[src/aets_pkg.sv]
// Package of constants for the external trigger conversion sequencer
// Contract
// - Each unit starts only on a valid edge of its own trigger pin
// - Two-bit edge select per unit: rising, falling or both edges
// - Select mode converts one channel per trigger into its result slot
// - Select mode pulses end interrupt after each conversion, clears status
// - Select mode never repeats without a new valid edge
// - Scan mode converts start through end channel, each into its slot
// - Scan mode pulses end interrupt only after last channel, clears status
// - Finished scan restarts from start channel on next valid edge
// - Enable cleared mid-conversion aborts it without storing a result
// - Triggers during a conversion are ignored, never queued
// - Simultaneous triggers count as one trigger event
// - Trigger at conversion end still gives interrupt and stored result
// - HALT suspends conversion; registers kept; reset clears results
// - IDLE or STOP halts conversion; registers kept; reset clears results
// - Forced scan suspension may still finish range and interrupt
package aets_pkg;
	// ****************************************************
	// Edge select codes
	// ****************************************************
	localparam logic [1:0] EDGE_FALL = 2'h0;
	localparam logic [1:0] EDGE_RISE = 2'h1;
	localparam logic [1:0] EDGE_BOTH = 2'h3;
	// ****************************************************
	// Channel counts and reset values
	// ****************************************************
	localparam int CHANS_UNIT0 = 6;
	localparam int CHANS_UNIT1 = 8;
	localparam int RES_W       = 10;
	localparam logic [RES_W-1:0] RESULT_RST = 10'h000;
	// ****************************************************
	// Conversion time: base cycles plus step per select code
	// ****************************************************
	localparam int CONV_BASE_CYC = 16;
	localparam int CONV_STEP_CYC = 8;
	typedef enum logic [1:0] {AETS_IDLE, AETS_CONV, AETS_DONE} aets_state_type;
endpackage : aets_pkg

[src/aets_unit.sv]
// One converter unit: trigger edge detect, sequencing and result store
`timescale 1ns/1ns
module aets_unit #(
	parameter int CHANS = 6,
	parameter int CW    = 3
) (
	input  wire logic                      core_clk_in,
	input  wire logic                      arst_n_in,
	input  wire logic                      trig_in,
	input  wire logic [1:0]                edge_sel_in,
	input  wire logic                      conv_enable_in,
	input  wire logic                      scan_mode_in,
	input  wire logic [CW-1:0]             chan_first_in,
	input  wire logic [CW-1:0]             chan_last_in,
	input  wire logic [2:0]                conv_time_sel_in,
	input  wire logic                      suspend_in,
	input  wire logic [aets_pkg::RES_W-1:0] sample_in,
	output logic      [CW-1:0]             chan_sel_out,
	output logic                           conv_status_out,
	output logic                           conv_end_irq_out,
	output logic      [CHANS*aets_pkg::RES_W-1:0] results_out
);
	localparam int RW = aets_pkg::RES_W;
	if (CHANS < 2 || CHANS > (1 << CW))
	begin : g_bad_chans
		$error("aets_unit: bad channel count");
	end
	// ****************************************************
	// Trigger synchroniser and edge detect
	// ****************************************************
	logic       sync1_ff, sync2_ff, prev_ff;
	logic [2:0] fill_ff;
	logic       raw_edge, valid_edge;
	always_ff @(posedge core_clk_in or negedge arst_n_in)
	begin
		if (!arst_n_in)
		begin
			sync1_ff <= 1'b0;
			sync2_ff <= 1'b0;
			prev_ff  <= 1'b0;
			fill_ff  <= 3'h0;
		end
		else
		begin
			sync1_ff <= trig_in;
			sync2_ff <= sync1_ff;
			prev_ff  <= sync2_ff;
			fill_ff  <= {fill_ff[1:0], 1'b1};
		end
	end
	// One pulse per edge, so coincident triggers merge
	always_comb
	begin
		case (edge_sel_in)
		aets_pkg::EDGE_RISE: raw_edge = sync2_ff & ~prev_ff;
		aets_pkg::EDGE_FALL: raw_edge = ~sync2_ff & prev_ff;
		aets_pkg::EDGE_BOTH: raw_edge = sync2_ff ^ prev_ff;
		default:             raw_edge = 1'b0;
		endcase
	end
	// No false edge while the chain refills after reset
	assign valid_edge = raw_edge & fill_ff[2];
	// ****************************************************
	// Sequencer
	// ****************************************************
	aets_pkg::aets_state_type state_ff, nxt_state;
	logic [CW-1:0] chan_ff, nxt_chan;
	logic [7:0]    cnt_ff, nxt_cnt;
	logic          irq_ff, nxt_irq;
	logic          status_ff, nxt_status;
	logic [RW-1:0] res_ff [CHANS];
	logic          store;
	logic [7:0]    conv_cyc;
	assign conv_cyc = 8'(aets_pkg::CONV_BASE_CYC
		+ aets_pkg::CONV_STEP_CYC * int'(conv_time_sel_in));
	always_comb
	begin
		nxt_state = state_ff;
		nxt_chan  = chan_ff;
		nxt_cnt   = cnt_ff;
		nxt_irq   = 1'b0;
		store     = 1'b0;
		case (state_ff)
		aets_pkg::AETS_IDLE:
		begin
			if (conv_enable_in && valid_edge && !suspend_in)
			begin
				nxt_state = aets_pkg::AETS_CONV;
				nxt_chan  = scan_mode_in ? chan_first_in : chan_first_in;
				nxt_cnt   = 8'h00;
			end
		end
		aets_pkg::AETS_CONV:
		begin
			// Edges here are ignored
			if (!conv_enable_in)
				nxt_state = aets_pkg::AETS_IDLE;
			else if (!suspend_in)
			begin
				nxt_cnt = cnt_ff + 8'h01;
				if (cnt_ff == conv_cyc - 8'h01)
				begin
					store   = 1'b1;
					nxt_cnt = 8'h00;
					if (!scan_mode_in || chan_ff >= chan_last_in)
					begin
						nxt_irq   = 1'b1;
						nxt_state = aets_pkg::AETS_IDLE;
					end
					else
						nxt_chan = chan_ff + 1'b1;
				end
			end
		end
		default: nxt_state = aets_pkg::AETS_IDLE;
		endcase
		nxt_status = (nxt_state == aets_pkg::AETS_CONV);
	end
	always_ff @(posedge core_clk_in or negedge arst_n_in)
	begin
		if (!arst_n_in)
		begin
			state_ff <= aets_pkg::AETS_IDLE;
			chan_ff  <= '0;
			cnt_ff   <= 8'h00;
			irq_ff   <= 1'b0;
			status_ff <= 1'b0;
			for (int i = 0; i < CHANS; i++)
				res_ff[i] <= aets_pkg::RESULT_RST;
		end
		else
		begin
			state_ff <= nxt_state;
			chan_ff  <= nxt_chan;
			cnt_ff   <= nxt_cnt;
			irq_ff   <= nxt_irq;
			status_ff <= nxt_status;
			if (store && int'(chan_ff) < CHANS)
				res_ff[chan_ff] <= sample_in;
		end
	end
	assign chan_sel_out     = chan_ff;
	assign conv_status_out  = status_ff;
	assign conv_end_irq_out = irq_ff;
	for (genvar g = 0; g < CHANS; g++)
	begin : g_res
		assign results_out[g*RW +: RW] = res_ff[g];
	end
	// ****************************************************
	// Checks
	// ****************************************************
	abort_nostore_a: assert property (@(posedge core_clk_in)
		disable iff (!arst_n_in)
		(state_ff == aets_pkg::AETS_CONV && !conv_enable_in) |=> !irq_ff
		&& state_ff == aets_pkg::AETS_IDLE && $stable(results_out))
		else $error("abort still ended normally");
	irq_pulse_a: assert property (@(posedge core_clk_in)
		disable iff (!arst_n_in)
		irq_ff |=> !irq_ff)
		else $error("end interrupt longer than one cycle");
	scan_step_a: assert property (@(posedge core_clk_in)
		disable iff (!arst_n_in)
		(store && scan_mode_in && chan_ff < chan_last_in) |=>
		(chan_ff == $past(chan_ff) + 1'b1) && conv_status_out)
		else $error("scan did not step to next channel");
	standby_hold_a: assert property (@(posedge core_clk_in)
		disable iff (!arst_n_in)
		(conv_status_out && conv_enable_in && suspend_in) |=>
		$stable(cnt_ff) && conv_status_out)
		else $error("conversion moved during standby");
	start_edge_a: assert property (@(posedge core_clk_in)
		disable iff (!arst_n_in)
		$rose(conv_status_out) |-> $past(valid_edge) && $past(conv_enable_in))
		else $error("conversion started without a valid edge");
	irq_status_a: assert property (@(posedge core_clk_in)
		disable iff (!arst_n_in)
		irq_ff |-> !conv_status_out && $past(conv_status_out))
		else $error("end interrupt without status drop");
	ignore_trig_a: assert property (@(posedge core_clk_in)
		disable iff (!arst_n_in)
		(conv_status_out && !store && conv_enable_in) |=>
		$stable(chan_ff))
		else $error("channel moved mid conversion");
endmodule : aets_unit

[src/aets_top.sv]
// Top of the two-unit external trigger conversion sequencer
`timescale 1ns/1ns
module aets_top (
	input  wire logic        core_clk_in,
	input  wire logic        arst_n_in,
	input  wire logic        ext_trigger_pin_unit0_in,
	input  wire logic        ext_trigger_pin_unit1_in,
	input  wire logic        edge_sel_hi_unit0_in,
	input  wire logic        edge_sel_lo_unit0_in,
	input  wire logic        edge_sel_hi_unit1_in,
	input  wire logic        edge_sel_lo_unit1_in,
	input  wire logic        conv_enable_unit0_in,
	input  wire logic        conv_enable_unit1_in,
	input  wire logic        scan_mode_unit0_in,
	input  wire logic        scan_mode_unit1_in,
	input  wire logic [2:0]  chan_first_unit0_in,
	input  wire logic [2:0]  chan_last_unit0_in,
	input  wire logic [2:0]  chan_first_unit1_in,
	input  wire logic [2:0]  chan_last_unit1_in,
	input  wire logic [2:0]  conv_time_sel_unit0_in,
	input  wire logic [2:0]  conv_time_sel_unit1_in,
	input  wire logic        standby_in,
	input  wire logic [9:0]  sample_unit0_in,
	input  wire logic [9:0]  sample_unit1_in,
	output logic      [2:0]  chan_sel_unit0_out,
	output logic      [2:0]  chan_sel_unit1_out,
	output logic             conv_status_unit0_out,
	output logic             conv_status_unit1_out,
	output logic             conv_end_irq_unit0_out,
	output logic             conv_end_irq_unit1_out,
	output logic      [59:0] result_reg_unit0_out,
	output logic      [79:0] result_reg_unit1_out
);
	// ****************************************************
	// Converter units
	// ****************************************************
	aets_unit #(.CHANS(aets_pkg::CHANS_UNIT0), .CW(3)) u_unit0 (
		.core_clk_in      (core_clk_in),
		.arst_n_in        (arst_n_in),
		.trig_in          (ext_trigger_pin_unit0_in),
		.edge_sel_in      ({edge_sel_hi_unit0_in, edge_sel_lo_unit0_in}),
		.conv_enable_in   (conv_enable_unit0_in),
		.scan_mode_in     (scan_mode_unit0_in),
		.chan_first_in    (chan_first_unit0_in),
		.chan_last_in     (chan_last_unit0_in),
		.conv_time_sel_in (conv_time_sel_unit0_in),
		.suspend_in       (standby_in),
		.sample_in        (sample_unit0_in),
		.chan_sel_out     (chan_sel_unit0_out),
		.conv_status_out  (conv_status_unit0_out),
		.conv_end_irq_out (conv_end_irq_unit0_out),
		.results_out      (result_reg_unit0_out)
	);
	aets_unit #(.CHANS(aets_pkg::CHANS_UNIT1), .CW(3)) u_unit1 (
		.core_clk_in      (core_clk_in),
		.arst_n_in        (arst_n_in),
		.trig_in          (ext_trigger_pin_unit1_in),
		.edge_sel_in      ({edge_sel_hi_unit1_in, edge_sel_lo_unit1_in}),
		.conv_enable_in   (conv_enable_unit1_in),
		.scan_mode_in     (scan_mode_unit1_in),
		.chan_first_in    (chan_first_unit1_in),
		.chan_last_in     (chan_last_unit1_in),
		.conv_time_sel_in (conv_time_sel_unit1_in),
		.suspend_in       (standby_in),
		.sample_in        (sample_unit1_in),
		.chan_sel_out     (chan_sel_unit1_out),
		.conv_status_out  (conv_status_unit1_out),
		.conv_end_irq_out (conv_end_irq_unit1_out),
		.results_out      (result_reg_unit1_out)
	);
endmodule : aets_top

[config.mk]
export PLATFORM = sky130hd
export DESIGN_NAME = aets_top
export DESIGN_NICKNAME = d
export VERILOG_FILES = /design/src/aets_pkg.sv /design/src/aets_unit.sv /design/src/aets_top.sv
export SDC_FILE = /design/constraint.sdc
export NUM_CORES = 1
export LEC_CHECK = 0
export ABC_AREA = 1
export BUFFER_PORTS_ARGS = -buffer_cell sky130_fd_sc_hd__buf_2
export CAP_MARGIN = 10
export CORE_UTILIZATION = 49
export CTS_CLUSTER_DIAMETER = 150
export CTS_CLUSTER_SIZE = 8
export DETAILED_ROUTE_END_ITERATION = 8
export GPL_TIMING_DRIVEN = 0
export HOLD_SLACK_MARGIN = 0.08
export PLACE_DENSITY = 0.77
export SLEW_MARGIN = 0
export SYNTH_ARGS = -nofsm -noshare
export SYNTH_HDL_FRONTEND = slang
export SYNTH_SLANG_ARGS = --single-unit
[constraint.sdc]
create_clock -name core_clk_in -period 1.95 [get_ports core_clk_in]
set_clock_uncertainty 0.15 [all_clocks]
set_input_delay 0.39 -clock core_clk_in [delete_from_list [all_inputs] [get_ports core_clk_in]]
set_output_delay 0.39 -clock core_clk_in [all_outputs]
set_load 0.03 [all_outputs]
Word level (Yosys, flattened, before mapping)
Cells that the tools add are included.
Word-level totals
  flip-flop bits (word level): 182
  input port bits: 51
Cells by class
  add/sub/neg operators: 8
  mux-type cells: 60
  bitwise operators: 14
  magnitude comparators: 7
  reductions and logical operators: 22
  eq/ne operators: 20
Operators with widths (count)
  bitwise mux 80 bit: 1
  2-to-1 mux 8 bit: 8
  bitwise mux 60 bit: 1
  demux 10 bit (select 3 bit): 2
  case mux 8 bit (2 select lines): 2
  2-to-1 mux 3 bit: 10
  2-to-1 mux 10 bit: 2
  2-to-1 mux 2 bit: 10
  2-to-1 mux 1 bit: 18
  adder 8 x 1 -> 8 bit, second input constant: 2
  == test 8 bit: 2
  subtractor 8 x 1 -> 8 bit, second input constant: 2
  adder 5 x 6 -> 7 bit, first input constant: 2
  == test 2 x 1 -> 1 bit, second input constant: 6
  inequality test 2 bit, second input constant: 6
  case mux 3 bit (2 select lines): 2
  AND reduction 6 bit: 2
  greater-or-equal comparator 4 bit, second input constant: 2
  zero test 2 bit: 4
  less-than comparator 4 x 1 -> 1 bit, second input constant: 2
  inequality test 2 x 1 -> 1 bit, second input constant: 4
  inverter 3 -> 4 bit: 2
  case mux 2 bit (2 select lines): 2
  AND reduction 4 bit: 2
  other kinds (12): 35

Longest topological paths before layout
  depth after elaboration: 9
  mapped depth: 12
  mapped depth without buffers: 12

Cells and area by module
Synthesis repeated with hierarchy kept, for this count alone.
Unflattened totals
  cells, all modules: 1067
  area total of the unflattened synthesis: 8692.1 um^2
By module, submodules not included
  aets_unit at u_unit1: instances 1, area an instance 4526.8 um^2, cells an instance 515
  aets_unit at u_unit0: instances 1, area an instance 4165.2 um^2, cells an instance 552

Least setup slack after synthesis
OpenSTA, ideal clock, no wires.
  path type: register to register
  start point: register u_unit1.chan_ff[0] (netlist: u_unit1.chan_sel_out[0])
  end point: register u_unit1.chan_ff[2] (netlist: u_unit1.chan_sel_out[2])
  stages on the path, launching flop included: 10
  path slack: -0.175 ns
  arrival time: 1.856 ns
  period minus slack after synthesis: 2.125 ns
  cell sequence: dfrtp_1 > inv_2 > clkbuf_1 > ha_1 > nand3_1 > nand4_1 > nand2_1 > nand3_1 > nand2_1 > nand2_1
Between the ends
  word-level cells in the longest chain between the ends: 6
  elaborated cells on any way between the ends: 10
  classes of those cells: add/sub (1); order compare (1); eq/ne (1); mux (5); reduce/logical (2)
Ends and longest elaborated chain
  start: declaration: RTL line aets_unit.sv:67  | logic [CW-1:0] chan_ff, nxt_chan;
  start signal: assignment: RTL line aets_unit.sv:134  | chan_ff <= nxt_chan;
  adder 3 x 1 -> 3 bit: RTL line aets_unit.sv:111  | nxt_chan = chan_ff + 1'b1;
  2-to-1 mux 3 bit: RTL line aets_unit.sv:105  | if (!scan_mode_in || chan_ff >= chan_last_in)
  2-to-1 mux 3 bit: RTL line aets_unit.sv:101  | if (cnt_ff == conv_cyc - 8'h01)
  2-to-1 mux 3 bit: RTL line aets_unit.sv:98  | else if (!suspend_in)
  2-to-1 mux 3 bit: RTL line aets_unit.sv:96  | if (!conv_enable_in)
  case mux 3 bit (2 select lines): RTL line aets_unit.sv:83  | case (state_ff)
Several ways; a longest one is shown, not always the timed one. The select of a mux whose other input is x is not followed.
A chain may end at the register's enable or synchronous reset.

Worst setup path in the final report
  start point: register u_unit0.cnt_ff[1]
  end point: register u_unit0.res_ff (netlist bit u_unit0.results_out[52])
Between the ends
  word-level cells in the longest chain between the ends: 6
Ends and longest elaborated chain
  start: declaration: RTL line aets_unit.sv:68  | logic [7:0] cnt_ff, nxt_cnt;
  start signal: assignment: RTL line aets_unit.sv:135  | cnt_ff <= nxt_cnt;
  == test 8 bit: RTL line aets_unit.sv:101
  2-to-1 mux 1 bit: RTL line aets_unit.sv:101
  2-to-1 mux 1 bit: RTL line aets_unit.sv:98
  2-to-1 mux 1 bit: RTL line aets_unit.sv:96
  2-to-1 mux 1 bit: RTL line aets_unit.sv:83
  logical AND 1 bit: RTL line aets_unit.sv:138  | if (store && int'(chan_ff) < CHANS)
  end signal: indexed assignment: RTL line aets_unit.sv:129  | res_ff[i] <= aets_pkg::RESULT_RST;
  end signal: indexed assignment: RTL line aets_unit.sv:139  | res_ff[chan_ff] <= sample_in;
  end: declaration: RTL line aets_unit.sv:71  | logic [RW-1:0] res_ff [CHANS];
No other way between the ends.

==> flow_summary.ini <==
[timing]
fin_crit_ns = 2.019
fmax_mhz = 495.4
setup_viol = 98
rsz0062_at_grt = yes
setup_ws_ns = -0.06861
period_share = 1.035
maxSlewHeadroom = 0.5936
whs_ns = 0.1311
slew_violations = 0
hold_violations = 0
worst_slew_pin_slew_ns = 0.6097

[clock_network]
cts.sinks = 179
clk_latency_ns = 0.44
clk_path_buf_depth = 2
numCtsBuffers = 17
clk_pin_slew_ns = 0.07
clockRootBuffer = clkbuf_16
h-tree-depth = 4
cts_tree = yes

[hold_path]
min_path_cells = 3
min_to = u_unit0.results_out[29]
hp-class = primary input to flip-flop
min_from = sample_unit0_in[9]

[power_and_ir_drop]
p_leak_nw = 6.581
pwr_density_cell_nw_per_um2 = 787.5
ir_worst_vdd_v = 0.0006101

[synth]
synthCells = 965
synth_top_family_by_area = simple AND/OR/NAND/NOR gates
syn_area_per_cell_um2 = 8.813
synthSimpleGateAreaFrac = 0.3543
synth_compound_area_frac = 0.01545
synth_fa_ha_area_frac = 0.03237
synth_cell_type_count = 35
ys_ff_latch = 179
ys_seq_area_frac = 0.5267
synth_xor_xnor_area_share = 0.01133
synth-edff-count = 0
ys.warnings.count = 0
synth_top_flop_cell = dfrtp_1
netlist_area_um2 = 8504
async_reset_ff_frac = 1.000
synth_mux_area_frac = 0

[global_routing]
antenna_found_initial = 0
grt_pass1_wl_um = 38150
grt_use_total = 0.2738
grt_pass1_vias = 7480
gr-total-overflow = 0
grt_start_max_net_pins = 104

[setup_path]
rrSetupSlack_ns = -0.07
critPathSlowestCell = dfrtp_1
start_kind = flip-flop
rr_startpoint = u_unit0.cnt_ff[1]
critPathKind = flip-flop to flip-flop
endpoint_kind = flip-flop
slowest_delay_ns = 0.37
cp_num_buf_inv = 2
path_max_fanout = 5
rr_endpoint = u_unit0.results_out[52]
cp.depth = 11
crit_path_cell_trace = ha_2 -> nand2_2 -> nor2_1 -> nand2_1 -> nor2_2 -> nand3_2 -> nor2_4 -> clkbuf_16 -> clkbuf_16 -> nand4_1 -> nand2_1
cp.arrival_ns = 2.25
crit_family = simple AND/OR/NAND/NOR gates
required_ns = 2.18
worst_r2r_path_depth = 11

[place]
place.gp.congestion = 0.8824
post-dp-hpwl_um = 16310
dp_cells = 1377
dp_slack_ns = -0.4875
portBuffers = 190
place_area_um2 = 9799

[floorplanning]
die_x_um = 133.7
core-area_um2 = 16760
initial_core_util = 0.5074
dieHeight_um = 133.7
die_area_um2 = 17890
pin_count = 201
fp-row-count = 47

[finish]
final_util = 0.6924
syn_to_final_growth_pct = 36.46
n_antenna_cell = 0
fin_nets = 1297
fin_area_um2 = 11600
drive_above_1_share = 0.3331
final_cell_count_no_fill = 1457

[detailed_routing]
first_iter_violations = 804
wl_per_cell_um = 18.71
avgViaCountPerCell = 5.793
drc_errors = 0
num_vias = 8440
wirelength_um = 27270
firstDrtPassIters = 6
antenna_left = 0

[run]
cap_violations = 0

[run_status]
violations = setup timing
outcome = finished, violations left
## cell usage in the layout, fill, tap and decap left out, drive strengths merged, types with 7 or more instances in the layout
cell type	synthesis	routed
inv	56	63
nand4	170	184
buf	23	238
clkbuf	37	63
dfrtp	179	179
o21ai	13	13
nor2	21	21
a21oi	7	7
ha	22	22
xor2	7	7
nor3	11	11
nand2	374	374
nand3	28	28
## tightest hold or removal path: stages
cell and delay (ns):
buf_2 0.15, nand4_1 0.09, nand2_1 0.05
## timing repair
action	4_1_cts	5_1_grt
pin swaps	9	56
setup buffers	10	13
hold buffers	3	0
hold endpoints to repair	78	0
gates cloned	0	23
gates resized for setup	31	124
setup endpoints to repair	156	166
## cell usage after synthesis (all sizes together) (2+ instances only)
master / number / share of area
inv: 56 / 0.025
xnor2: 4 / 0.0041
dfrtp: 179 / 0.53
nor3: 11 / 0.0065
ha: 22 / 0.032
nand3: 28 / 0.019
nand2: 374 / 0.17
o21ai: 13 / 0.0077
a21oi: 7 / 0.0041
conb: 2 / 0.00088
buf: 23 / 0.016
clkbuf: 37 / 0.018
nand3b: 4 / 0.0035
xor2: 7 / 0.0072
nor2: 21 / 0.014
nand4: 170 / 0.14
## stage by stage
step                      TNS [ns]  total power, mW
after global placement     -501.06            5.232
after CTS                        0            8.859
after global routing        -18.03            9.433
after floorplan                  0            4.806
final                       -2.586            9.139
after detailed placement    -55.02            5.271
## where the power goes
part           internal, mW  total [mW]  leakage, nW  switching, mW
clock                  1.98        3.60        0.296           1.62
sequential             3.80        3.97         2.45          0.161
combinational         0.391        1.57         3.83           1.18
## logic make-up after synthesis
group / after synthesis
xor+xnor: 11
compound gates: 24
buf+inv: 116
other cells: 2
simple gates: 611
flops: 179
fa+ha+maj: 22
## cell type report
type | count | area (um^2)
clock inverters | 13 | 162.7
flip-flops and latches | 179 | 4486
plain buffers | 60 | 414.1
clock buffers | 19 | 442.9
repair buffers | 225 | 1474
inverters | 56 | 235.2
well taps | 220 | 275.3
multi-input cells | 685 | 4115
fillers | 1223 | 5155
## routing by layer
layer / global-route usage / vias up / routed length, um
met4: 0.1086 / 0 / 937
met5: 0 / - / 0
li1: - / 3836 / -
met3: 0.06583 / 106 / 2720
met2: 0.4479 / 470 / 13330
met1: 0.3498 / 4028 / 10280
## flip-flops by register name (all words and copies together) (netlist names), 2 cells and up
register              count
u_unit0.cnt_ff            8
u_unit1.cnt_ff            8
u_unit1.results_out      80
u_unit1.chan_sel_out      3
u_unit1.state_ff          2
u_unit0.state_ff          2
u_unit0.results_out      60
u_unit0.chan_sel_out      3
u_unit1.fill_ff           2
## worst max path at each step
stage	from	endpoint	slack (ns)
2_1_floorplan	conv_time_sel_unit1_in[1]	u_unit1.results_out[0]	0.002
3_3_place_gp	arst_n_in	u_unit1.chan_sel_out[0]	-2.86
3_5_place_dp	conv_time_sel_unit0_in[1]	u_unit0.results_out[51]	-0.49
4_1_cts	u_unit1.cnt_ff[1]	u_unit1.results_out[77]	0.0005
5_1_grt	u_unit0.cnt_ff[1]	u_unit0.results_out[52]	-0.20
6_report	u_unit0.cnt_ff[1]	u_unit0.results_out[52]	-0.07
Note: power is estimated with default switching activity, not from simulation.
